==> src/muxio_parity_wait_pkg.sv <==
package muxio_parity_wait_pkg;

    // bus timing: one bus state spans STATE_CYC pclk cycles
    localparam int STATE_NS = 80;
    localparam int PCLK_NS = 4;
    localparam int STATE_CYC = STATE_NS / PCLK_NS;
    localparam logic [4:0] TICK_LAST = 5'(STATE_CYC - 1);
    localparam int DUTY50_CYC = STATE_CYC / 2;
    localparam int DUTY35_CYC = (STATE_CYC * 35) / 100;
    localparam logic [4:0] RD_HIGH_FROM_50 = 5'(STATE_CYC - DUTY50_CYC);
    localparam logic [4:0] RD_HIGH_FROM_35 = 5'(STATE_CYC - DUTY35_CYC);
    localparam logic [1:0] BOOT_SETTLE_CYC = 2'h3;

    // register byte offsets
    localparam logic [11:0] OFS_BUS_CONTROL = 12'h000;
    localparam logic [11:0] OFS_PARITY_CONTROL = 12'h004;
    localparam logic [11:0] OFS_READ_WAIT = 12'h008;
    localparam logic [11:0] OFS_WRITE_WAIT = 12'h00C;
    localparam logic [11:0] OFS_LONG_WAIT = 12'h010;
    localparam logic [11:0] OFS_STATUS = 12'h014;

    // bus_control_reg fields
    localparam int BC_MUX_IO = 0;
    localparam int BC_RD_DUTY = 1;
    localparam int BC_BYTE_SEL = 2;
    localparam int BC_WARP = 3;
    localparam int BC_DRAM = 4;
    // parity_control_reg fields
    localparam int PC_SPACE_LO = 0;
    localparam int PC_SPACE_HI = 1;
    localparam int PC_POLARITY = 2;
    localparam int PC_FORCE = 3;

    localparam logic [4:0] BUS_CONTROL_RST = 5'h00;
    localparam logic [3:0] PARITY_CONTROL_RST = 4'h0;
    localparam logic [7:0] READ_WAIT_RST = 8'hFF;
    localparam logic WRITE_WAIT_RST = 1'b1;
    localparam logic [1:0] LONG_WAIT_RST = 2'h3;

    // area decode and base state counts
    localparam logic [2:0] AREA_ROM = 3'h0;
    localparam logic [2:0] AREA_DRAM = 3'h1;
    localparam logic [2:0] AREA_PAR2 = 3'h2;
    localparam logic [2:0] AREA_PERIPH = 3'h5;
    localparam logic [2:0] AREA_MUX = 3'h6;
    localparam logic [2:0] AREA_RAM = 3'h7;
    localparam logic [2:0] MODE_ONCHIP_ROM = 3'h2;
    localparam logic [2:0] N_ONE = 3'h1;
    localparam logic [2:0] N_TWO = 3'h2;
    localparam logic [2:0] N_PERIPH = 3'h3;
    localparam logic [2:0] N_MUX = 3'h4;

    typedef enum logic [1:0] {
        ST_IDLE = 2'b00,
        ST_RUN = 2'b01
    } bus_state_e;

    typedef struct packed {
        logic valid;
        logic write;
        logic dma_single;
        logic [1:0] be;
        logic [27:0] addr;
        logic [15:0] wdata;
    } bus_req_s;

    typedef struct packed {
        logic done;
        logic [15:0] rdata;
    } bus_resp_s;

endpackage

==> src/muxio_parity_wait_bus_ctl.sv <==
// Design decisions made here: the APB register port and the placing of the registers.
`timescale 1ns/10ps
// Operation
// mux I/O enable makes area 6 with A27 clear a multiplexed address/data space
// A14 low: 8-bit bus, address and data on low eight pins
// A14 high: 16-bit bus, address and data on all sixteen pins
// mux access uses latch, read and write strobes, four base states always
// read strobe high for 50% or 35% of T3 and wait states by duty bit
// mux access samples wait input, adds a wait state while it reads low
// byte strobe select picks split write strobes plus A0, or common write plus byte strobes
// parity only in selected space, DRAM or DRAM plus area 2, chosen polarity
// reads check upper and lower parity pins per byte, error raises interrupt
// writes drive byte parity on both parity pins with data timing
// force bit drives both parity pins high on writes to parity space
// warp lets external write or DMA single cycle overlap internal accesses
// overlap only from second state of a multi-state external cycle
// areas 1,3-5,7 reads: one state no wait, or two plus waits
// areas 0,2,6 reads: one plus long wait, wait input only if bit set
// long wait count comes from long wait register, one to four states
// DRAM area 1 column cycle: one state short pitch, two plus waits long
// writes: areas 1,3-5,7 two plus waits; 0,2,6 one plus long plus waits
// on-chip peripheral space always three states, no wait sampling
// on-chip ROM and RAM always one state, no wait sampling
// outside parity space no check, no interrupt, parity pins undriven
module muxio_parity_wait_bus_ctl
    import muxio_parity_wait_pkg::*;
(
    // clock and reset
    input wire logic pclk,
    input wire logic presetn,
    // apb slave
    input wire logic psel,
    input wire logic penable,
    input wire logic pwrite,
    input wire logic [11:0] paddr,
    input wire logic [31:0] pwdata,
    output logic [31:0] prdata,
    output logic pready,
    output logic pslverr,
    // internal bus masters
    input wire bus_req_s req,
    output bus_resp_s resp,
    input wire logic internal_req,
    output logic internal_grant,
    // external bus pins
    input wire logic [15:0] mux_addr_data_pins_in,
    output logic [15:0] mux_addr_data_pins_out,
    output logic [15:0] mux_addr_data_pins_oe,
    input wire logic upper_parity_pin_in,
    output logic upper_parity_pin_out,
    output logic upper_parity_pin_oe,
    input wire logic lower_parity_pin_in,
    output logic lower_parity_pin_out,
    output logic lower_parity_pin_oe,
    output logic address_latch_strobe_n,
    output logic read_strobe_n,
    output logic write_strobe_n,
    output logic high_byte_write_strobe_n,
    output logic low_byte_write_strobe_n,
    output logic high_byte_strobe_n,
    output logic low_byte_strobe_n,
    output logic addr_bit0,
    input wire logic wait_n,
    input wire logic [2:0] boot_mode_pins,
    // events
    output logic parity_error_irq
);

    typedef struct packed {
        bus_state_e st;
        logic [4:0] tick;
        logic [2:0] bidx;
        logic [2:0] nbase;
        logic [2:0] wchk;
        logic wen;
        logic in_wait;
        logic is_mux;
        logic wide;
        logic wr;
        logic dma1;
        logic par_on;
        logic [1:0] be;
        logic [27:0] addr;
        logic [15:0] wdata;
        logic [4:0] bus_control_reg;
        logic [3:0] parity_control_reg;
        logic [7:0] read_wait_bits;
        logic write_wait_select_bit;
        logic [1:0] long_wait_count;
        logic pready;
        logic pslverr;
        logic [31:0] prdata;
        logic [2:0] wait_s;
        logic wait_f;
        logic [2:0][2:0] boot_s;
        logic [1:0] boot_cnt;
        logic boot_ok;
        logic [2:0] boot_q;
        logic [2:0][17:0] din_s;
        logic done;
        logic [15:0] rdata;
        logic perr_irq;
        logic [1:0] parerr;
        logic grant;
        logic [15:0] pin_o;
        logic [15:0] pin_oe;
        logic dph_o;
        logic dpl_o;
        logic dp_oe;
        logic latch_n;
        logic rd_n;
        logic wr_n;
        logic wrh_n;
        logic wrl_n;
        logic hbs_n;
        logic lbs_n;
        logic a0;
        logic [3:0] sc;
        logic [3:0] wc;
    } ctl_s;

    localparam ctl_s CTL_RST = '{st: ST_IDLE, bus_control_reg: BUS_CONTROL_RST,
        parity_control_reg: PARITY_CONTROL_RST, read_wait_bits: READ_WAIT_RST,
        write_wait_select_bit: WRITE_WAIT_RST, long_wait_count: LONG_WAIT_RST,
        wait_s: 3'h7, wait_f: 1'b1, latch_n: 1'b1, rd_n: 1'b1, wr_n: 1'b1, wrh_n: 1'b1,
        wrl_n: 1'b1, hbs_n: 1'b1, lbs_n: 1'b1, default: '0};

    ctl_s q;
    ctl_s d;

    function automatic logic byte_par(input logic [7:0] b, input logic odd);
        byte_par = (^b) ^ odd;
    endfunction

    always_comb begin
        logic [2:0] area;
        logic a27;
        logic is_dram;
        logic [2:0] lw;
        logic [2:0] nb;
        logic we;
        logic busy;
        logic dphase;
        logic strobe_ph;
        logic rd_high;
        logic wr_act;
        logic rd_act;
        logic odd;
        logic [17:0] din;
        logic e_hi;
        logic e_lo;
        area = req.addr[22:20];
        a27 = req.addr[27];
        is_dram = area == AREA_DRAM && q.bus_control_reg[BC_DRAM];
        lw = 3'(q.long_wait_count) + 3'h1;
        nb = N_ONE;
        we = 1'b0;
        busy = q.st == ST_RUN;
        dphase = !q.is_mux || q.bidx != 3'h0 || q.in_wait;
        strobe_ph = !q.is_mux || q.bidx == 3'h1 || q.bidx == 3'h2 || q.in_wait;
        rd_high = q.is_mux && (q.bidx == 3'h2 || q.in_wait) && q.tick >=
            (q.bus_control_reg[BC_RD_DUTY] ? RD_HIGH_FROM_35 : RD_HIGH_FROM_50);
        wr_act = busy && q.wr && strobe_ph;
        rd_act = busy && !q.wr && strobe_ph && !rd_high;
        odd = q.parity_control_reg[PC_POLARITY];
        din = q.din_s[2];
        e_hi = din[17] != byte_par(din[15:8], odd);
        e_lo = din[16] != byte_par(din[7:0], odd);
        d = q;

        // pin synchronisers; first stage feeds only the second
        d.wait_s = {q.wait_s[1:0], wait_n};
        if (q.wait_s[1] == q.wait_s[2]) begin
            d.wait_f = q.wait_s[2];
        end
        d.boot_s = {q.boot_s[1:0], boot_mode_pins};
        d.din_s = {q.din_s[1:0], {upper_parity_pin_in, lower_parity_pin_in, mux_addr_data_pins_in}};
        if (!q.boot_ok) begin
            if (q.boot_cnt != BOOT_SETTLE_CYC) begin
                d.boot_cnt = q.boot_cnt + 2'h1;
            end else if (q.boot_s[1] == q.boot_s[2]) begin
                d.boot_q = q.boot_s[2];
                d.boot_ok = 1'b1;
            end
        end

        // apb: read data loaded first access cycle, write lands when pready is sampled
        d.pready = 1'b0;
        d.pslverr = 1'b0;
        if (psel && penable && !q.pready) begin
            d.pready = 1'b1;
            d.prdata = 32'h0000_0000;
            if (paddr == OFS_BUS_CONTROL) begin
                d.prdata[4:0] = q.bus_control_reg;
            end else if (paddr == OFS_PARITY_CONTROL) begin
                d.prdata[3:0] = q.parity_control_reg;
            end else if (paddr == OFS_READ_WAIT) begin
                d.prdata[7:0] = q.read_wait_bits;
            end else if (paddr == OFS_WRITE_WAIT) begin
                d.prdata[0] = q.write_wait_select_bit;
            end else if (paddr == OFS_LONG_WAIT) begin
                d.prdata[1:0] = q.long_wait_count;
            end else if (paddr == OFS_STATUS) begin
                d.prdata[11:0] = {q.parerr, q.boot_q, q.wait_f, q.in_wait, q.bidx, q.grant, busy};
            end else begin
                d.pslverr = 1'b1;
            end
        end
        if (psel && penable && q.pready && pwrite) begin
            if (paddr == OFS_BUS_CONTROL) begin
                d.bus_control_reg = pwdata[4:0];
            end else if (paddr == OFS_PARITY_CONTROL) begin
                d.parity_control_reg = pwdata[3:0];
            end else if (paddr == OFS_READ_WAIT) begin
                d.read_wait_bits = pwdata[7:0];
            end else if (paddr == OFS_WRITE_WAIT) begin
                d.write_wait_select_bit = pwdata[0];
            end else if (paddr == OFS_LONG_WAIT) begin
                d.long_wait_count = pwdata[1:0];
            end
        end

        // bus cycle sequencer
        d.done = 1'b0;
        d.perr_irq = 1'b0;
        case (q.st)
            ST_IDLE: begin
                if (req.valid && !q.done) begin
                    d.is_mux = 1'b0;
                    if (area == AREA_PERIPH && a27) begin
                        nb = N_PERIPH;
                    end else if ((area == AREA_ROM && q.boot_q == MODE_ONCHIP_ROM) ||
                        (area == AREA_RAM && !a27)) begin
                        nb = N_ONE;
                    end else if (area == AREA_MUX && !a27 && q.bus_control_reg[BC_MUX_IO]) begin
                        nb = N_MUX;
                        we = 1'b1;
                        d.is_mux = 1'b1;
                    end else if (is_dram) begin
                        we = req.write ? q.write_wait_select_bit : q.read_wait_bits[AREA_DRAM];
                        nb = we ? N_TWO : N_ONE;
                    end else if (area == AREA_ROM || area == AREA_PAR2 || area == AREA_MUX) begin
                        nb = 3'(lw + 3'h1);
                        we = req.write || q.read_wait_bits[area];
                    end else if (req.write) begin
                        nb = N_TWO;
                        we = 1'b1;
                    end else begin
                        we = q.read_wait_bits[area];
                        nb = we ? N_TWO : N_ONE;
                    end
                    d.st = ST_RUN;
                    d.nbase = nb;
                    d.wchk = 3'(nb - 3'h2);
                    d.wen = we && nb >= N_TWO;
                    d.wide = req.addr[14];
                    d.wr = req.write;
                    d.dma1 = req.dma_single;
                    d.be = req.be;
                    d.addr = req.addr;
                    d.wdata = req.wdata;
                    d.par_on = (q.parity_control_reg[PC_SPACE_LO] ||
                        q.parity_control_reg[PC_SPACE_HI]) && is_dram ||
                        q.parity_control_reg[PC_SPACE_HI] && area == AREA_PAR2 && !a27;
                    d.tick = 5'h00;
                    d.bidx = 3'h0;
                    d.in_wait = 1'b0;
                    d.sc = 4'h0;
                    d.wc = 4'h0;
                end
            end
            ST_RUN: begin
                if (q.tick == TICK_LAST) begin
                    d.tick = 5'h00;
                    d.sc = q.sc + 4'h1;
                    if (q.wen && q.bidx == q.wchk && !q.wait_f) begin
                        d.in_wait = 1'b1;
                        d.wc = q.wc + 4'h1;
                    end else begin
                        d.in_wait = 1'b0;
                        if (q.bidx == 3'(q.nbase - 3'h1)) begin
                            d.st = ST_IDLE;
                            d.done = 1'b1;
                            if (!q.wr) begin
                                d.rdata = (q.is_mux && !q.wide) ? {8'h00, din[7:0]} : din[15:0];
                            end
                            if (!q.wr && q.par_on) begin
                                d.parerr = {e_hi, e_lo};
                                d.perr_irq = e_hi || e_lo;
                            end
                        end else begin
                            d.bidx = q.bidx + 3'h1;
                        end
                    end
                end else begin
                    d.tick = q.tick + 5'h01;
                end
            end
            default: begin
                d.st = ST_IDLE;
            end
        endcase

        // pin drive, registered so every pin leaves a flip-flop
        d.latch_n = !(busy && q.is_mux && q.bidx == 3'h0 && !q.in_wait);
        d.pin_o = 16'h0000;
        d.pin_oe = 16'h0000;
        if (busy && q.is_mux && q.bidx == 3'h0) begin
            d.pin_o = q.wide ? q.addr[15:0] : {8'h00, q.addr[7:0]};
            d.pin_oe = q.wide ? 16'hFFFF : 16'h00FF;
        end else if (busy && q.wr && dphase) begin
            d.pin_o = q.wdata;
            d.pin_oe = (q.is_mux && !q.wide) ? 16'h00FF : 16'hFFFF;
        end
        d.rd_n = !rd_act;
        if (q.bus_control_reg[BC_BYTE_SEL]) begin
            d.wr_n = !wr_act;
            d.hbs_n = !((wr_act || rd_act) && q.be[1]);
            d.lbs_n = !((wr_act || rd_act) && q.be[0]);
            d.wrh_n = 1'b1;
            d.wrl_n = 1'b1;
        end else begin
            d.wr_n = 1'b1;
            d.hbs_n = 1'b1;
            d.lbs_n = 1'b1;
            d.wrh_n = !(wr_act && q.be[1]);
            d.wrl_n = !(wr_act && q.be[0]);
        end
        d.a0 = busy && q.addr[0];
        // parity pins float outside the parity space
        d.dp_oe = busy && q.wr && q.par_on && dphase;
        d.dph_o = d.dp_oe && (q.parity_control_reg[PC_FORCE] || byte_par(q.wdata[15:8], odd));
        d.dpl_o = d.dp_oe && (q.parity_control_reg[PC_FORCE] || byte_par(q.wdata[7:0], odd));
        // warp: first external state runs alone so the address phase is never shared
        d.grant = internal_req && ((q.st == ST_IDLE && !(req.valid && !q.done)) ||
            (q.bus_control_reg[BC_WARP] && busy && (q.wr || q.dma1) &&
            (q.bidx != 3'h0 || q.in_wait)));
    end

    always_ff @(posedge pclk or negedge presetn) begin
        if (!presetn) begin
            q <= CTL_RST;
        end else begin
            q <= d;
        end
    end

    assign prdata = q.prdata;
    assign pready = q.pready;
    assign pslverr = q.pslverr;
    assign resp = '{done: q.done, rdata: q.rdata};
    assign internal_grant = q.grant;
    assign mux_addr_data_pins_out = q.pin_o;
    assign mux_addr_data_pins_oe = q.pin_oe;
    assign upper_parity_pin_out = q.dph_o;
    assign lower_parity_pin_out = q.dpl_o;
    assign upper_parity_pin_oe = q.dp_oe;
    assign lower_parity_pin_oe = q.dp_oe;
    assign address_latch_strobe_n = q.latch_n;
    assign read_strobe_n = q.rd_n;
    assign write_strobe_n = q.wr_n;
    assign high_byte_write_strobe_n = q.wrh_n;
    assign low_byte_write_strobe_n = q.wrl_n;
    assign high_byte_strobe_n = q.hbs_n;
    assign low_byte_strobe_n = q.lbs_n;
    assign addr_bit0 = q.a0;
    assign parity_error_irq = q.perr_irq;
endmodule // muxio_parity_wait_bus_ctl

==> config.mk <==
export PLATFORM = sky130hd
export DESIGN_NAME = muxio_parity_wait_bus_ctl
export DESIGN_NICKNAME = d
export VERILOG_FILES = /design/src/muxio_parity_wait_pkg.sv /design/src/muxio_parity_wait_bus_ctl.sv
export SDC_FILE = /design/constraint.sdc
export NUM_CORES = 1
export LEC_CHECK = 0
export BUFFER_PORTS_ARGS = -buffer_cell sky130_fd_sc_hd__buf_2
export CAP_MARGIN = 25
export CORE_MARGIN = 4
export CORE_UTILIZATION = 45
export CTS_BUF_LIST = sky130_fd_sc_hd__clkbuf_16
export DETAILED_ROUTE_END_ITERATION = 12
export PLACE_DENSITY = 0.74
export REMOVE_ABC_BUFFERS = 1
export SLEW_MARGIN = 20
export SYNTH_ARGS = -nofsm -noshare
export SYNTH_HDL_FRONTEND = slang
export SYNTH_SLANG_ARGS = --single-unit
export TNS_END_PERCENT = 50
==> constraint.sdc <==
create_clock -name pclk -period 2.8 [get_ports pclk]
set_input_delay 0.84 -clock pclk [delete_from_list [all_inputs] [get_ports pclk]]
set_output_delay 0.84 -clock pclk [all_outputs]
set_load 0.005 [all_outputs]
==> reports/qor.txt <==
WS Path Type = flop to flop
# hold bufs at CTS = 0
fin crit period = 2.19 ns
Ports = 218
CTS resizes = 0
Avg Vias per Cell = 4.86
Max clock buf depth = 3
Post-CTS Setup Inserts = 0
CTS Root Cell = clkbuf_16
fin area = 10300 µm²
Gate power share = 0.231
die width = 149 µm
P_int = 6.29 mW
Routed WL per cell = 15.5 µm
CTS buffer count = 22
Setup Total Neg Slack = 0 ns
fin crit share = 0.783
Synth Instances = 784
MaxCap Viol Count = 0
top cell type by total area after synthesis = dfrtp_1
max-slew violation count = 0
RSZ-0062 raised after global routing = false
htree depth = 1
share of layout cells above drive strength 1 = 0.313
final wirelength = 18200 µm
status = finished, final reports clean
Mean Syn Cell Area = 11.4 µm²
die footprint = 22300 µm²
data arrival time of the critical path = 2.58 ns
crit path cell chain = ha_1, and4bb_2, nand2_1, nor3_4, buf_4, mux2_2
CTS Sinks = 211
number of global-route vias before repair = 5857
Global Route Usage Sum = 0.166
EDFF count, synth = 0
clock share of power = 0.303
Core Area = 19500 µm²
worst hold path type = primary input to asynchronous set/reset pin
CP peak stage delay = 0.42 ns
Mapped Area = 8970 µm²
IO Port Bufs = 165
Seq/Total Area, Yosys = 0.592
first-pass GRT wire length = 30000 µm
FF+latch count, synth = 211
DRC = 0
cell count after placement = 1136
commonest cells after routing, fill and taps aside = 189 x dfrtp_1, 164 x buf_2, 145 x nand2_1
P_sw = 2.72 mW
placed cell area = 9590 µm²
Clock Latency Late Sink = 0.50 ns
Final HPWL DP = 13000 µm
DRT Pass-1 Iters = 4
Synth Flop Type = dfrtp_1
Starting Density = 0.459
n_diodes = 0
Fmax = 456 MHz
total number of vias = 5710
Setup crit start kind = flop
synth top area cells = dfrtp_1 53%, buf_4 7.0%, dfstp_2 6.4%
Final Skew = 0.0130 ns
initial antenna violation count = 0
total congestion overflow = 0
commonest non-fill, non-tap cell in the layout = dfrtp_1
Final Hold Fails = 0
Critical-path top delay cell = dfrtp_1
async set-or-reset flop fraction in the synthesized netlist = 1.00
Die Y = 149 µm
Fill cells = 1761
synth unique cells = 59
relative slew slack = 0.561
sequential share of power = 0.466
TritonCTS clock tree = built
num rows = 51
Setup-failing EPs final = 0
1st-iter DRT viols = 276
standby leakage power = 5.09 nW
Non-Filler Instances = 1176
clk slew on worst S/H paths = 0.06 ns
largest net degree at the start of global routing = 63
Antenna Nets Post-Route = 0
Final nets = 1027
Switching Fraction = 0.302
Yosys top cell area share = 0.527
maximum vdd drop = 0.561 mV
GP Congestion = 0.833
nature of the critical path endpoint = flop
worst-path maximum fanout = 26
yosys warns = 0
Worst-Margin Slew = 0.659 ns
Layout area overhead = 14.6%
Cell Pwr Density = 877 nW/µm²
CP Data Required Time = 3.19 ns
==> routing by layer <==
layer | track usage | share of wire | wire (µm) | up-vias
li1 | - | - | - | 2736
met1 | 0.219 | 0.42 | 7640 | 2788
met2 | 0.283 | 0.50 | 9140 | 163
met3 | 0.0307 | 0.061 | 1120 | 23
met4 | 0.0476 | 0.015 | 277 | 0
met5 | 0 | 0 | 0 | -
==> critical path, delay by kind of cell, from the launching register on <==
kind | cells | cell delay [ns]
simple gates | 3 | 0.71
flops | 1 | 0.42
mux | 1 | 0.37
buf+inv | 1 | 0.31
fa+ha+maj | 1 | 0.26
==> synth_stat cells, drive strengths merged (3+ instances only) <==
library cell	number
clkbuf	16
nor4	3
nand2b	6
nand3	22
nand3b	4
o21ai	33
ha	11
and2	3
dfstp	22
nand2	145
a21o	5
and3	3
nor2	22
inv	23
xnor2	35
nor3	9
a21oi	18
nor2b	8
dfrtp	189
a22oi	7
a31oi	4
mux2i	3
nand4	3
xor2	7
buf	95
mux2	40
a22o	22
==> layout make-up <==
| class | instances | area (µm²) | share of cell area |
|---|---|---|---|
| Clock buffer | 22 | 551 | 0.0536 |
| Clock inverter | 18 | 131 | 0.0128 |
| Inverter | 23 | 86.3 | 0.00840 |
| Multi-Input combinational cell | 458 | 2900 | 0.283 |
| Sequential cell | 211 | 5310 | 0.516 |
| Tap cell | 265 | 332 | 0.0323 |
| Timing Repair Buffer | 179 | 965 | 0.0939 |
==> through the flow <==
| stage | setup slack, ns | hold WS, ns | total power [mW] | util |
|---|---|---|---|---|
| 6_report | 0.609 | 0.313 | 9.01 | 0.526 |
| 5_1_grt | 0.465 | 0.341 | 9.58 | 0.526 |
| 4_1_cts | 0.584 | 0.325 | 9.12 | 0.526 |
| 3_5_place_dp | 0.0850 | 0.335 | 6.36 | 0.491 |
| 3_3_place_gp | 0.131 | 0.331 | 6.27 | 0.491 |
| 2_1_floorplan | -0.610 | 0.331 | 5.45 | - |
==> state kept, by name, indices dropped and copies added, names as in the netlist, 2 cells and up <==
signal                  flops
resp                       17
d                          44
q                         105
mux_addr_data_pins_out     16
mux_addr_data_pins_oe       2
prdata                     12
==> cell families after synthesis <==
group | synth area share
other | 0.000418
adders and majority gates | 0.0165
muxes | 0.0603
DFF | 0.592
buffers and inverters | 0.0937
and+or+nand+nor | 0.121
AOI/OAI and AO/OA | 0.0734
xor gates and xnor gates | 0.0435
==> power by group through the flow <==
stage	combinational, mW	sequential (mW)	clock (mW)
after CTS	2.12	4.20	2.81
after detailed placement	2.11	4.25	0
final	2.08	4.20	2.73
after global placement	2.05	4.22	0
after floorplan	1.30	4.15	0
after global routing	2.35	4.29	2.94
==> worst paths after layout <==
path	from	end	slack, ns	depth (start not counted)
max	q[261]$_DFFE_PN0P_	resp[7]$_DFFE_PN0P_	0.61	6
min	presetn	resp[6]$_DFFE_PN0P_	0.31	1
max reg2reg	q[261]$_DFFE_PN0P_	resp[7]$_DFFE_PN0P_	0.61	6
min reg2reg	d[124]$_DFF_PN0_	q[124]$_DFF_PN0_	0.34	0
max in group asynchronous	presetn	address_latch_strobe_n$_DFF_PN1_	1.74	2
min in group pclk	d[124]$_DFF_PN0_	q[124]$_DFF_PN0_	0.34	0
(Power assumes the default switching activity.)
